$ cat src/fpg_pkg.sv
`default_nettype none
package fpg_pkg;

  // flash geometry: 32 pages of 512 bytes, reserved area above the top page
  localparam int              ADDR_W         = 15;
  localparam int              PAGE_W         = 5;
  localparam int              PAGE_LSB       = 9;
  localparam int              LOCK_BITS      = 8;
  localparam int              LOCK_IDX_W     = 3;
  localparam logic [ADDR_W-1:0] RESERVED_BASE = 15'h4000;
  localparam logic [ADDR_W-1:0] LOCK_ADDR     = 15'h3FFF;
  localparam logic [PAGE_W-1:0] LOCK_PAGE     = 5'h1F;
  localparam logic [LOCK_BITS-1:0] LOCK_ERASED = 8'hFF;

  // requester codes
  localparam logic            SRC_FW         = 1'b0;
  localparam logic            SRC_DBG        = 1'b1;

  // reset values of the supply monitor and reset-cause state
  localparam logic            SMON_EN_POR    = 1'b1;
  localparam logic            PF_SEL_POR     = 1'b1;
  localparam logic            FERR_POR       = 1'b0;

  typedef enum logic [1:0] {
    OP_READ      = 2'h0,
    OP_WRITE     = 2'h1,
    OP_ERASE     = 2'h2,
    OP_DEV_ERASE = 2'h3
  } fpg_op_t;

  typedef enum logic [1:0] {
    VERDICT_OK     = 2'h0,
    VERDICT_REFUSE = 2'h1,
    VERDICT_ERR    = 2'h2
  } fpg_verdict_t;

  typedef enum logic [2:0] {
    ST_LOAD = 3'h1,
    ST_RUN  = 3'h2,
    ST_HALT = 3'h4
  } fpg_state_t;

endpackage
`default_nettype wire

$ cat src/fpg_flash_page_lock_guard.sv
`timescale 1ns/10ps
`default_nettype none
// Contract
// unlocked ordinary pages open to every requester
// locked pages: debug refused, unlocked firmware resets
// lock page access: open unless any page locked
// lock byte reads follow the lock page rule
// lock page erase unlocked: debug only, firmware resets
// lock page erase when locked: only device erase
// locking more pages: debug refused, firmware resets
// unlocking pages: debug refused, firmware resets
// reserved area: debug refused, firmware resets
// flash error reset sets error flag after reset
// forbidden debug requests dropped, never reset
// any lock also locks the lock page
// written lock byte changes only by device erase; a lock page erase also clears it while no lock is active yet
// firmware lock write takes effect after reset
// firmware modify needs monitor enabled and selected
// device erase clears all pages and lock byte
// firmware enables monitor before selecting it; the guard accepts a select write whether or not the monitor is enabled
// power-on enables monitor, other resets keep it
// cleared lock bit locks four pages; refused untouched
module fpg_flash_page_lock_guard
  import fpg_pkg::*;
(
  // clock and power-on reset
  input  wire logic                 CORE_CLK_I,
  input  wire logic                 RESET_I,
  // device reset from any source, and nonvolatile lock byte
  input  wire logic                 DEV_RESET_I,
  input  wire logic [LOCK_BITS-1:0] LOCK_BYTE_NV_I,
  // flash request
  input  wire logic                 REQ_VALID_I,
  input  wire logic                 REQ_SRC_I,
  input  wire logic [1:0]           REQ_OP_I,
  input  wire logic [ADDR_W-1:0]    REQ_ADDR_I,
  input  wire logic [7:0]           REQ_WDATA_I,
  input  wire logic [PAGE_W-1:0]    FW_EXEC_PAGE_I,
  // supply monitor control written by firmware
  input  wire logic                 SMON_EN_WE_I,
  input  wire logic                 SMON_EN_I,
  input  wire logic                 PF_SEL_WE_I,
  input  wire logic                 PF_SEL_I,
  // granted operation towards the flash array
  output logic                      GRANT_O,
  output logic [1:0]                GRANT_OP_O,
  output logic [ADDR_W-1:0]         GRANT_ADDR_O,
  output logic [7:0]                GRANT_WDATA_O,
  // refusals and resets
  output logic                      REFUSE_O,
  output logic                      FLASH_ERROR_RESET_O,
  output logic                      FLASH_ERROR_FLAG_O,
  // status
  output logic                      SUPPLY_MONITOR_ENABLE_O,
  output logic                      POWER_FAIL_RESET_FLAG_O,
  output logic [LOCK_BITS-1:0]      LOCK_ACTIVE_O,
  output logic                      ANY_LOCKED_O
);

  // lock status of one page under a given lock byte
  function automatic logic page_locked(input logic [PAGE_W-1:0]    pg,
                                       input logic [LOCK_BITS-1:0] lk);
    logic [LOCK_IDX_W-1:0] idx;
    idx = pg[PAGE_W-1 -: LOCK_IDX_W];
    if (pg == LOCK_PAGE)
      return (lk != LOCK_ERASED);
    return ~lk[idx];
  endfunction

  // access decision; a debug error is demoted to a silent refusal
  function automatic fpg_verdict_t judge(input logic                 src,
                                         input logic [1:0]           op,
                                         input logic [ADDR_W-1:0]    addr,
                                         input logic [PAGE_W-1:0]    xpage,
                                         input logic [LOCK_BITS-1:0] act,
                                         input logic [LOCK_BITS-1:0] sto,
                                         input logic                 mon_ok);
    fpg_verdict_t          v;
    logic [PAGE_W-1:0]     pg;
    logic                  fw;
    logic                  any;
    logic                  from_lk;
    pg      = addr[PAGE_LSB +: PAGE_W];
    fw      = (src == SRC_FW);
    any     = (act != LOCK_ERASED);
    from_lk = page_locked(xpage, act);
    if (op == OP_DEV_ERASE)
      v = fw ? VERDICT_ERR : VERDICT_OK;
    else if (addr >= RESERVED_BASE)
      v = VERDICT_ERR;
    else if (fw && (op != OP_READ) && !mon_ok)
      v = VERDICT_ERR;
    else if ((op == OP_ERASE) && (pg == LOCK_PAGE))
      v = (fw || any) ? VERDICT_ERR : VERDICT_OK;
    else if ((op == OP_WRITE) && (addr == LOCK_ADDR) && (sto != LOCK_ERASED))
      v = VERDICT_ERR;
    else if (page_locked(pg, act))
      v = (fw && from_lk) ? VERDICT_OK : VERDICT_ERR;
    else
      v = VERDICT_OK;
    if (!fw && (v == VERDICT_ERR))
      v = VERDICT_REFUSE;
    return v;
  endfunction

  fpg_state_t               state_q, state_d;
  logic [LOCK_BITS-1:0]     active_q, active_d;
  logic [LOCK_BITS-1:0]     stored_q, stored_d;
  logic                     grant_q, grant_d;
  logic [1:0]               gop_q, gop_d;
  logic [ADDR_W-1:0]        gaddr_q, gaddr_d;
  logic [7:0]               gdata_q, gdata_d;
  logic                     refuse_q, refuse_d;
  logic                     ferr_rst_q, ferr_rst_d;
  logic                     any_q, any_d;
  fpg_verdict_t             verdict;
  logic                     take;
  logic                     mon_ok;
  logic                     smon_en;
  logic                     pf_sel;
  logic                     dev_erase_now;

  // a request is looked at only while running and outside a device reset
  assign take    = REQ_VALID_I && (state_q == ST_RUN) && !DEV_RESET_I;
  assign mon_ok  = smon_en && pf_sel;
  assign verdict = judge(REQ_SRC_I, REQ_OP_I, REQ_ADDR_I, FW_EXEC_PAGE_I,
                         active_q, stored_q, mon_ok);
  assign dev_erase_now = take && (verdict == VERDICT_OK) && (REQ_OP_I == OP_DEV_ERASE);

  // control and lock state next values
  always_comb
  begin
    state_d    = state_q;
    active_d   = active_q;
    stored_d   = stored_q;
    grant_d    = 1'b0;
    gop_d      = gop_q;
    gaddr_d    = gaddr_q;
    gdata_d    = gdata_q;
    refuse_d   = 1'b0;
    ferr_rst_d = 1'b0;
    case (state_q)
      ST_LOAD:
      begin
        // the lock byte is caught after release, never under the async reset
        active_d = LOCK_BYTE_NV_I;
        stored_d = LOCK_BYTE_NV_I;
        state_d  = ST_RUN;
      end
      ST_RUN:
      begin
        if (DEV_RESET_I)
          active_d = stored_q;
        else if (take)
        begin
          case (verdict)
            VERDICT_OK:
            begin
              grant_d = 1'b1;
              gop_d   = REQ_OP_I;
              gaddr_d = REQ_ADDR_I;
              gdata_d = REQ_WDATA_I;
              if (REQ_OP_I == OP_DEV_ERASE)
              begin
                // whole array is blank, so nothing is left to protect
                stored_d = LOCK_ERASED;
                active_d = LOCK_ERASED;
              end
              else if ((REQ_OP_I == OP_ERASE) && (REQ_ADDR_I[PAGE_LSB +: PAGE_W] == LOCK_PAGE))
                stored_d = LOCK_ERASED;
              else if ((REQ_OP_I == OP_WRITE) && (REQ_ADDR_I == LOCK_ADDR))
                stored_d = stored_q & REQ_WDATA_I;
            end
            VERDICT_REFUSE:
              refuse_d = 1'b1;
            VERDICT_ERR:
            begin
              ferr_rst_d = 1'b1;
              state_d    = ST_HALT;
            end
            default:
              refuse_d = 1'b1;
          endcase
        end
      end
      ST_HALT:
      begin
        // device waits for its reset; nothing is granted until that reset is released
        if (DEV_RESET_I)
        begin
          active_d = stored_q;
          state_d  = ST_RUN;
        end
      end
      default:
        state_d = ST_LOAD;
    endcase
    any_d = (active_d != LOCK_ERASED);
  end

  // register the control and lock state
  always_ff @(posedge CORE_CLK_I or posedge RESET_I)
  begin
    if (RESET_I)
    begin
      state_q    <= ST_LOAD;
      active_q   <= LOCK_ERASED;
      stored_q   <= LOCK_ERASED;
      grant_q    <= 1'b0;
      gop_q      <= OP_READ;
      gaddr_q    <= '0;
      gdata_q    <= 8'h00;
      refuse_q   <= 1'b0;
      ferr_rst_q <= 1'b0;
      any_q      <= 1'b0;
    end
    else
    begin
      state_q    <= state_d;
      active_q   <= active_d;
      stored_q   <= stored_d;
      grant_q    <= grant_d;
      gop_q      <= gop_d;
      gaddr_q    <= gaddr_d;
      gdata_q    <= gdata_d;
      refuse_q   <= refuse_d;
      ferr_rst_q <= ferr_rst_d;
      any_q      <= any_d;
    end
  end

  // supply monitor and reset-cause record
  fpg_reset_cause u_cause (
    .clk_i                   (CORE_CLK_I),
    .rst_i                   (RESET_I),
    .dev_reset_i             (DEV_RESET_I),
    .err_i                   (ferr_rst_q),
    .smon_en_we_i            (SMON_EN_WE_I),
    .smon_en_i               (SMON_EN_I),
    .pf_sel_we_i             (PF_SEL_WE_I),
    .pf_sel_i                (PF_SEL_I),
    .supply_monitor_enable_o (smon_en),
    .power_fail_reset_flag_o (pf_sel),
    .flash_error_flag_o      (FLASH_ERROR_FLAG_O)
  );

  assign SUPPLY_MONITOR_ENABLE_O = smon_en;
  assign POWER_FAIL_RESET_FLAG_O = pf_sel;
  assign GRANT_O             = grant_q;
  assign GRANT_OP_O          = gop_q;
  assign GRANT_ADDR_O        = gaddr_q;
  assign GRANT_WDATA_O       = gdata_q;
  assign REFUSE_O            = refuse_q;
  assign FLASH_ERROR_RESET_O = ferr_rst_q;
  assign LOCK_ACTIVE_O       = active_q;
  assign ANY_LOCKED_O        = any_q;

  // debug requests never raise a reset
  property p_dbg_no_reset;
    @(posedge CORE_CLK_I) disable iff (RESET_I)
    (REQ_VALID_I && REQ_SRC_I == SRC_DBG) |=> !ferr_rst_q;
  endproperty
  a_dbg_no_reset: assert property (p_dbg_no_reset) else $error("debug request caused reset");

  property p_reserved_dbg;
    @(posedge CORE_CLK_I) disable iff (RESET_I)
    (take && REQ_SRC_I == SRC_DBG && REQ_OP_I != OP_DEV_ERASE && REQ_ADDR_I >= RESERVED_BASE)
      |=> refuse_q && !grant_q;
  endproperty
  a_reserved_dbg: assert property (p_reserved_dbg) else $error("reserved debug access not refused");

  property p_reserved_fw;
    @(posedge CORE_CLK_I) disable iff (RESET_I)
    (take && REQ_SRC_I == SRC_FW && REQ_ADDR_I >= RESERVED_BASE)
      |=> ferr_rst_q ##1 (state_q == ST_HALT);
  endproperty
  a_reserved_fw: assert property (p_reserved_fw) else $error("reserved firmware access no reset");

  property p_monitor_gate;
    @(posedge CORE_CLK_I) disable iff (RESET_I)
    (take && REQ_SRC_I == SRC_FW && REQ_OP_I != OP_READ && !(smon_en && pf_sel))
      |=> ferr_rst_q && !grant_q;
  endproperty
  a_monitor_gate: assert property (p_monitor_gate) else $error("modify without monitor not reset");

  property p_unlocked_open;
    @(posedge CORE_CLK_I) disable iff (RESET_I)
    (take && REQ_OP_I == OP_READ && REQ_ADDR_I < RESERVED_BASE
      && REQ_ADDR_I[PAGE_LSB +: PAGE_W] != LOCK_PAGE
      && !page_locked(REQ_ADDR_I[PAGE_LSB +: PAGE_W], active_q))
      |=> grant_q && gaddr_q == $past(REQ_ADDR_I);
  endproperty
  a_unlocked_open: assert property (p_unlocked_open) else $error("unlocked read not granted");

  property p_lock_deferred;
    @(posedge CORE_CLK_I) disable iff (RESET_I)
    (state_q == ST_RUN && !DEV_RESET_I && !dev_erase_now) |=> $stable(active_q);
  endproperty
  a_lock_deferred: assert property (p_lock_deferred) else $error("lock changed without reset");

  property p_flag_after_reset;
    @(posedge CORE_CLK_I) disable iff (RESET_I)
    (state_q == ST_HALT && DEV_RESET_I) |=> FLASH_ERROR_FLAG_O;
  endproperty
  a_flag_after_reset: assert property (p_flag_after_reset) else $error("error flag not set after reset");

  property p_lock_page_dbg;
    @(posedge CORE_CLK_I) disable iff (RESET_I)
    (take && REQ_SRC_I == SRC_DBG && REQ_OP_I != OP_DEV_ERASE && active_q != LOCK_ERASED
      && REQ_ADDR_I < RESERVED_BASE && REQ_ADDR_I[PAGE_LSB +: PAGE_W] == LOCK_PAGE)
      |=> refuse_q;
  endproperty
  a_lock_page_dbg: assert property (p_lock_page_dbg) else $error("lock page open to debug");

  property p_lock_byte_once;
    @(posedge CORE_CLK_I) disable iff (RESET_I)
    (take && REQ_SRC_I == SRC_FW && REQ_OP_I == OP_WRITE && REQ_ADDR_I == LOCK_ADDR
      && stored_q != LOCK_ERASED) |=> ferr_rst_q && $stable(stored_q);
  endproperty
  a_lock_byte_once: assert property (p_lock_byte_once) else $error("written lock byte modified");

endmodule // fpg_flash_page_lock_guard
`default_nettype wire

$ cat src/fpg_reset_cause.sv
`timescale 1ns/10ps
`default_nettype none
module fpg_reset_cause
  import fpg_pkg::*;
(
  // clock and power-on reset
  input  wire logic clk_i,
  input  wire logic rst_i,
  // device reset and error event
  input  wire logic dev_reset_i,
  input  wire logic err_i,
  // firmware writes of the monitor control bits
  input  wire logic smon_en_we_i,
  input  wire logic smon_en_i,
  input  wire logic pf_sel_we_i,
  input  wire logic pf_sel_i,
  // state
  output logic      supply_monitor_enable_o,
  output logic      power_fail_reset_flag_o,
  output logic      flash_error_flag_o
);

  logic smon_en_q, smon_en_d;
  logic pf_sel_q, pf_sel_d;
  logic ferr_q, ferr_d;
  logic pend_q, pend_d;

  // next values; a device reset other than power-on keeps the monitor state
  always_comb
  begin
    smon_en_d = smon_en_q;
    pf_sel_d  = pf_sel_q;
    ferr_d    = ferr_q;
    pend_d    = pend_q | err_i;
    if (dev_reset_i)
    begin
      ferr_d = pend_q | err_i;
      pend_d = 1'b0;
    end
    else
    begin
      if (smon_en_we_i)
        smon_en_d = smon_en_i;
      if (pf_sel_we_i)
        pf_sel_d = pf_sel_i;
    end
  end

  // power-on brings the monitor up enabled and selected
  always_ff @(posedge clk_i or posedge rst_i)
  begin
    if (rst_i)
    begin
      smon_en_q <= SMON_EN_POR;
      pf_sel_q  <= PF_SEL_POR;
      ferr_q    <= FERR_POR;
      pend_q    <= 1'b0;
    end
    else
    begin
      smon_en_q <= smon_en_d;
      pf_sel_q  <= pf_sel_d;
      ferr_q    <= ferr_d;
      pend_q    <= pend_d;
    end
  end

  assign supply_monitor_enable_o = smon_en_q;
  assign power_fail_reset_flag_o = pf_sel_q;
  assign flash_error_flag_o      = ferr_q;

endmodule // fpg_reset_cause
`default_nettype wire

$ cat config.mk
export PLATFORM = sky130hd
export DESIGN_NAME = fpg_flash_page_lock_guard
export DESIGN_NICKNAME = d
export VERILOG_FILES = /design/src/fpg_pkg.sv /design/src/fpg_flash_page_lock_guard.sv /design/src/fpg_reset_cause.sv
export SDC_FILE = /design/constraint.sdc
export NUM_CORES = 1
export LEC_CHECK = 0
export ABC_AREA = 1
export BUFFER_PORTS_ARGS = -buffer_cell sky130_fd_sc_hd__buf_2
export CORE_ASPECT_RATIO = 1.75
export CORE_UTILIZATION = 46
export DETAILED_ROUTE_END_ITERATION = 10
export PLACE_DENSITY = 0.76
export SYNTH_ARGS = -nofsm -noshare
export SYNTH_HDL_FRONTEND = slang
export SYNTH_SLANG_ARGS = --single-unit
export TNS_END_PERCENT = 5
$ cat constraint.sdc
create_clock -name CORE_CLK_I -period 1.85 [get_ports CORE_CLK_I]
set_input_delay 0.185 -clock CORE_CLK_I [delete_from_list [all_inputs] [get_ports CORE_CLK_I]]
set_output_delay 0.185 -clock CORE_CLK_I [all_outputs]
set_load 0.02 [all_outputs]
==> summary.md <==
| Metric | Value |
|---|---|
| Die W | `61.5 microns` |
| Number of synthesized flops with an enable pin | `0` |
| #FFs+latches synth | `52` |
| Largest area contributor in the netlist | `dfrtp_1` |
| TritonCTS clock tree | `done` |
| Worst slew margin relative to its limit | `67.5%` |
| Final net count | `561` |
| Mapped Area | `2850 sq um` |
| Status | `complete, but fails checks` |
| Synth Area in XOR/XNOR | `0%` |
| Port bufs | `86` |
| Critical path type | `reg -> reg` |
| N_diodes | `0` |
| HP Class | `in -> reg` |
| Cells after Synth | `373` |
| Reg-to-reg startpoint | `LOCK_ACTIVE_O[7]` |
| Post-layout minimum cycle time | `1910 ps` |
| Post-route ant nets | `0` |
| Synthesized area per cell | `7.63 sq um` |
| Site Rows | `37` |
| Leakage power | `0.00216 uW` |
| M1 GR Usage | `27.9%` |
| Drt wl/cell | `14.2 microns` |
| Simple-gate area share of the yosys netlist | `36.9%` |
| GR Layer Usage met3 | `4.50%` |
| Count leader, synth | `nand2_1` |
| Highest clock rate | `524 MHz` |
| Dpl hpwl | `6.25 mm` |
| Top-area cell type share of the netlist area | `29.0%` |
| Ports | `87` |
| Hold Startpoint | `SMON_EN_WE_I` |
| Final Power | `6440 uW` |
| Synth cell count leaders | `143 x nand2_1, 38 x inv_1, 33 x dfrtp_1` |
| Largest net degree at the start of global routing | `31` |
| Placed Area | `3660 sq um` |
| Final hold violation count | `0` |
| Core Util, Final | `68.0%` |
| CORE AREA | `5930 sq um` |
| Reg2Reg Depth | `10` |
| Worst Skew | `13.9 ps` |
| Total routed wirelength | `8.41 mm` |
| Clock sinks | `52` |
| Iteration-0 DRC Markers | `164` |
| Maxcap violations | `0` |
| PwrDens | `1600 nW/um^2` |
| Mapped Nets | `420` |
| Share of post-route cells with drive strength above 1 | `39.8%` |
| Die H | `106 microns` |
| Synthesis-to-finish area growth | `41.4%` |
| CTS Buffer Depth | `2` |
| Final instance area | `4030 sq um` |
| Top Usage Layer GRT | `met2` |
| Failing checks | `setup timing` |
| Worst EP arrival | `2140 ps` |
| First-pass iteration count of the detailed router | `5` |
| Clock-pin slew on the worst setup and hold paths | `100 ps` |
| Data required time at the worst endpoint | `2080 ps` |
| Distinct cells, synth | `32` |
| Critical Path Start | `LOCK_ACTIVE_O[7]` |
| Total track usage | `25.9%` |
| Register area share after synthesis | `46.5%` |
| Routed vias/inst | `5.11` |
| Post-synth ARST share | `100%` |
| Worst slew pin tran | `486 ps` |
| Synth Area in Compound Gates | `8.79%` |
| Mux cell area share after synthesis | `0%` |
| Latest clock arrival within the worst-skew pair | `320 ps` |
| GR Layer Usage met2 | `46.4%` |
| Num CTS Buffers | `5` |
| DRC viols | `0` |
| Starting density of the core | `48.1%` |
| Reg2reg setup slack | `-60 ps` |
| RSZ-0062 raised after global routing | `yes` |
| Max VDD drop | `0.858 mV` |
| Worst Setup End Kind | `flop` |
| Antenna violations before repair | `0` |
| Placer Congestion | `0.933` |
| Largest family of logic cells by synthesized area | `simple AND/OR/NAND/NOR gates` |
| Final worst setup slack | `-58.8 ps` |
| Yosys warns | `0` |
| H-tree levels | `2` |
| Final period utilization | `103%` |
| Total gr overflow | `0` |
| Adder-Cell Fraction of Synth Area | `0%` |
| Vias | `3032` |
| Root buf cell | `clkbuf_8` |
| Ys flop type | `dfrtp_1` |
| Final setup violation count | `27` |
| Crit path max fanout | `7` |
| Hold path depth | `2` |
| Max-slew violation count | `0` |
| Area contributors post-synth | `dfrtp_1 29%, nand2_1 19%, dfstp_2 18%, nand3_1 5.6%, inv_1 5.0%` |
| First-pass GRT wire length | `12.4 mm` |
| Number of global-route vias before repair | `2759` |
| Die area | `6520 sq um` |
| CP Launch Type | `flop` |
worst max-delay path, stage by stage, from the launching register on:
cell and delay [ps]:
dfstp_2 580, nand2_2 70, nor2_4 130, nand3_2 130, a211oi_4 300, nand2_4 130, nand2_8 100, nand2_8 90
buf_8 150, nand2_1 70, nand2_1 50
metrics by stage:
step                      cells  TNS [ps]  hold WS (ps)  worst slack [ps]
after CTS                   581      -213          31.3             -21.0
after detailed placement    572     -1970           236             -96.0
after global placement      572      -101           232             -9.36
after floorplan             373         0           251              21.6
final                       593     -1040          37.8             -58.8
after global routing        593     -4570          37.5              -164
placed cells by master (no fill, tap or decap), drive strengths merged, types with 2 or more instances in the layout:
cell type and instances:
nand2 153, buf 139, inv 41, nand3 34, dfrtp 33, dfstp 19, o21ai 19, nand4 16
nor2 16, a21oi 11, o211ai 9, clkbuf 7, nor3 6, nor4 3, nand3b 2, a31oi 2
registers in the layout, summed over array words and instances, names as in the netlist, 2 cells and up:
name and count:
GRANT_OP_O 2, stored_q 8, GRANT_WDATA_O 8, LOCK_ACTIVE_O 8
state_q 3, GRANT_ADDR_O 15
routing by layer:
metal / part of all wire (%) / vias up / routed length, microns
li1: - / 1510 / -
met1: 36 / 1388 / 3040
met2: 55 / 113 / 4620
met3: 4.8 / 21 / 408
met4: 4.1 / 0 / 341
met5: 0 / - / 0
logic make-up (layout without fill, tap and decap cells):
family                 Yosys count  count (layout)
AO/OA/AOI/OAI                   43              43
buffers and inverters           48             189
AND/OR/NAND/NOR                230             231
flip-flops                      52              52
power by group:
part | leakage [uW] | internal [uW] | total (uW) | switching (uW)
Sequential | 0.000627 | 1770 | 2090 | 321
Combinational | 0.00147 | 1510 | 3540 | 2030
Clock | 0.0000558 | 409 | 810 | 401
layout make-up:
| type | instances | area, sq um |
|---|---|---|
| Clock buffer | 6 | 72.6 |
| Clock inverter | 2 | 38.8 |
| Fill cell | 522 | 1900 |
| Inverter | 40 | 160 |
| Multi-Input combinational cell | 274 | 1420 |
| Sequential cell | 52 | 1330 |
| Tap cell | 78 | 97.6 |
| Timing Repair Buffer | 141 | 918 |
timing repair:
action / CTS / global route
cloned: 0 / 3
hold endpoints to repair: 19 / 0
setup endpoints to repair: 34 / 38
buffers inserted: 0 / 9
pin swaps: 2 / 19
gates resized for setup: 8 / 27
hold buffers: 1 / 0
path summary, 6_finish.rpt:
kind                                                    to
min in group asynchronous                  GRANT_ADDR_O[4]
min                        u_cause.supply_monitor_enable_o
max reg2reg                                GRANT_ADDR_O[2]
max in group asynchronous                 LOCK_ACTIVE_O[1]
max                                        GRANT_ADDR_O[2]
min reg2reg                                GRANT_ADDR_O[6]
Power figures use the tool's default switching activity.
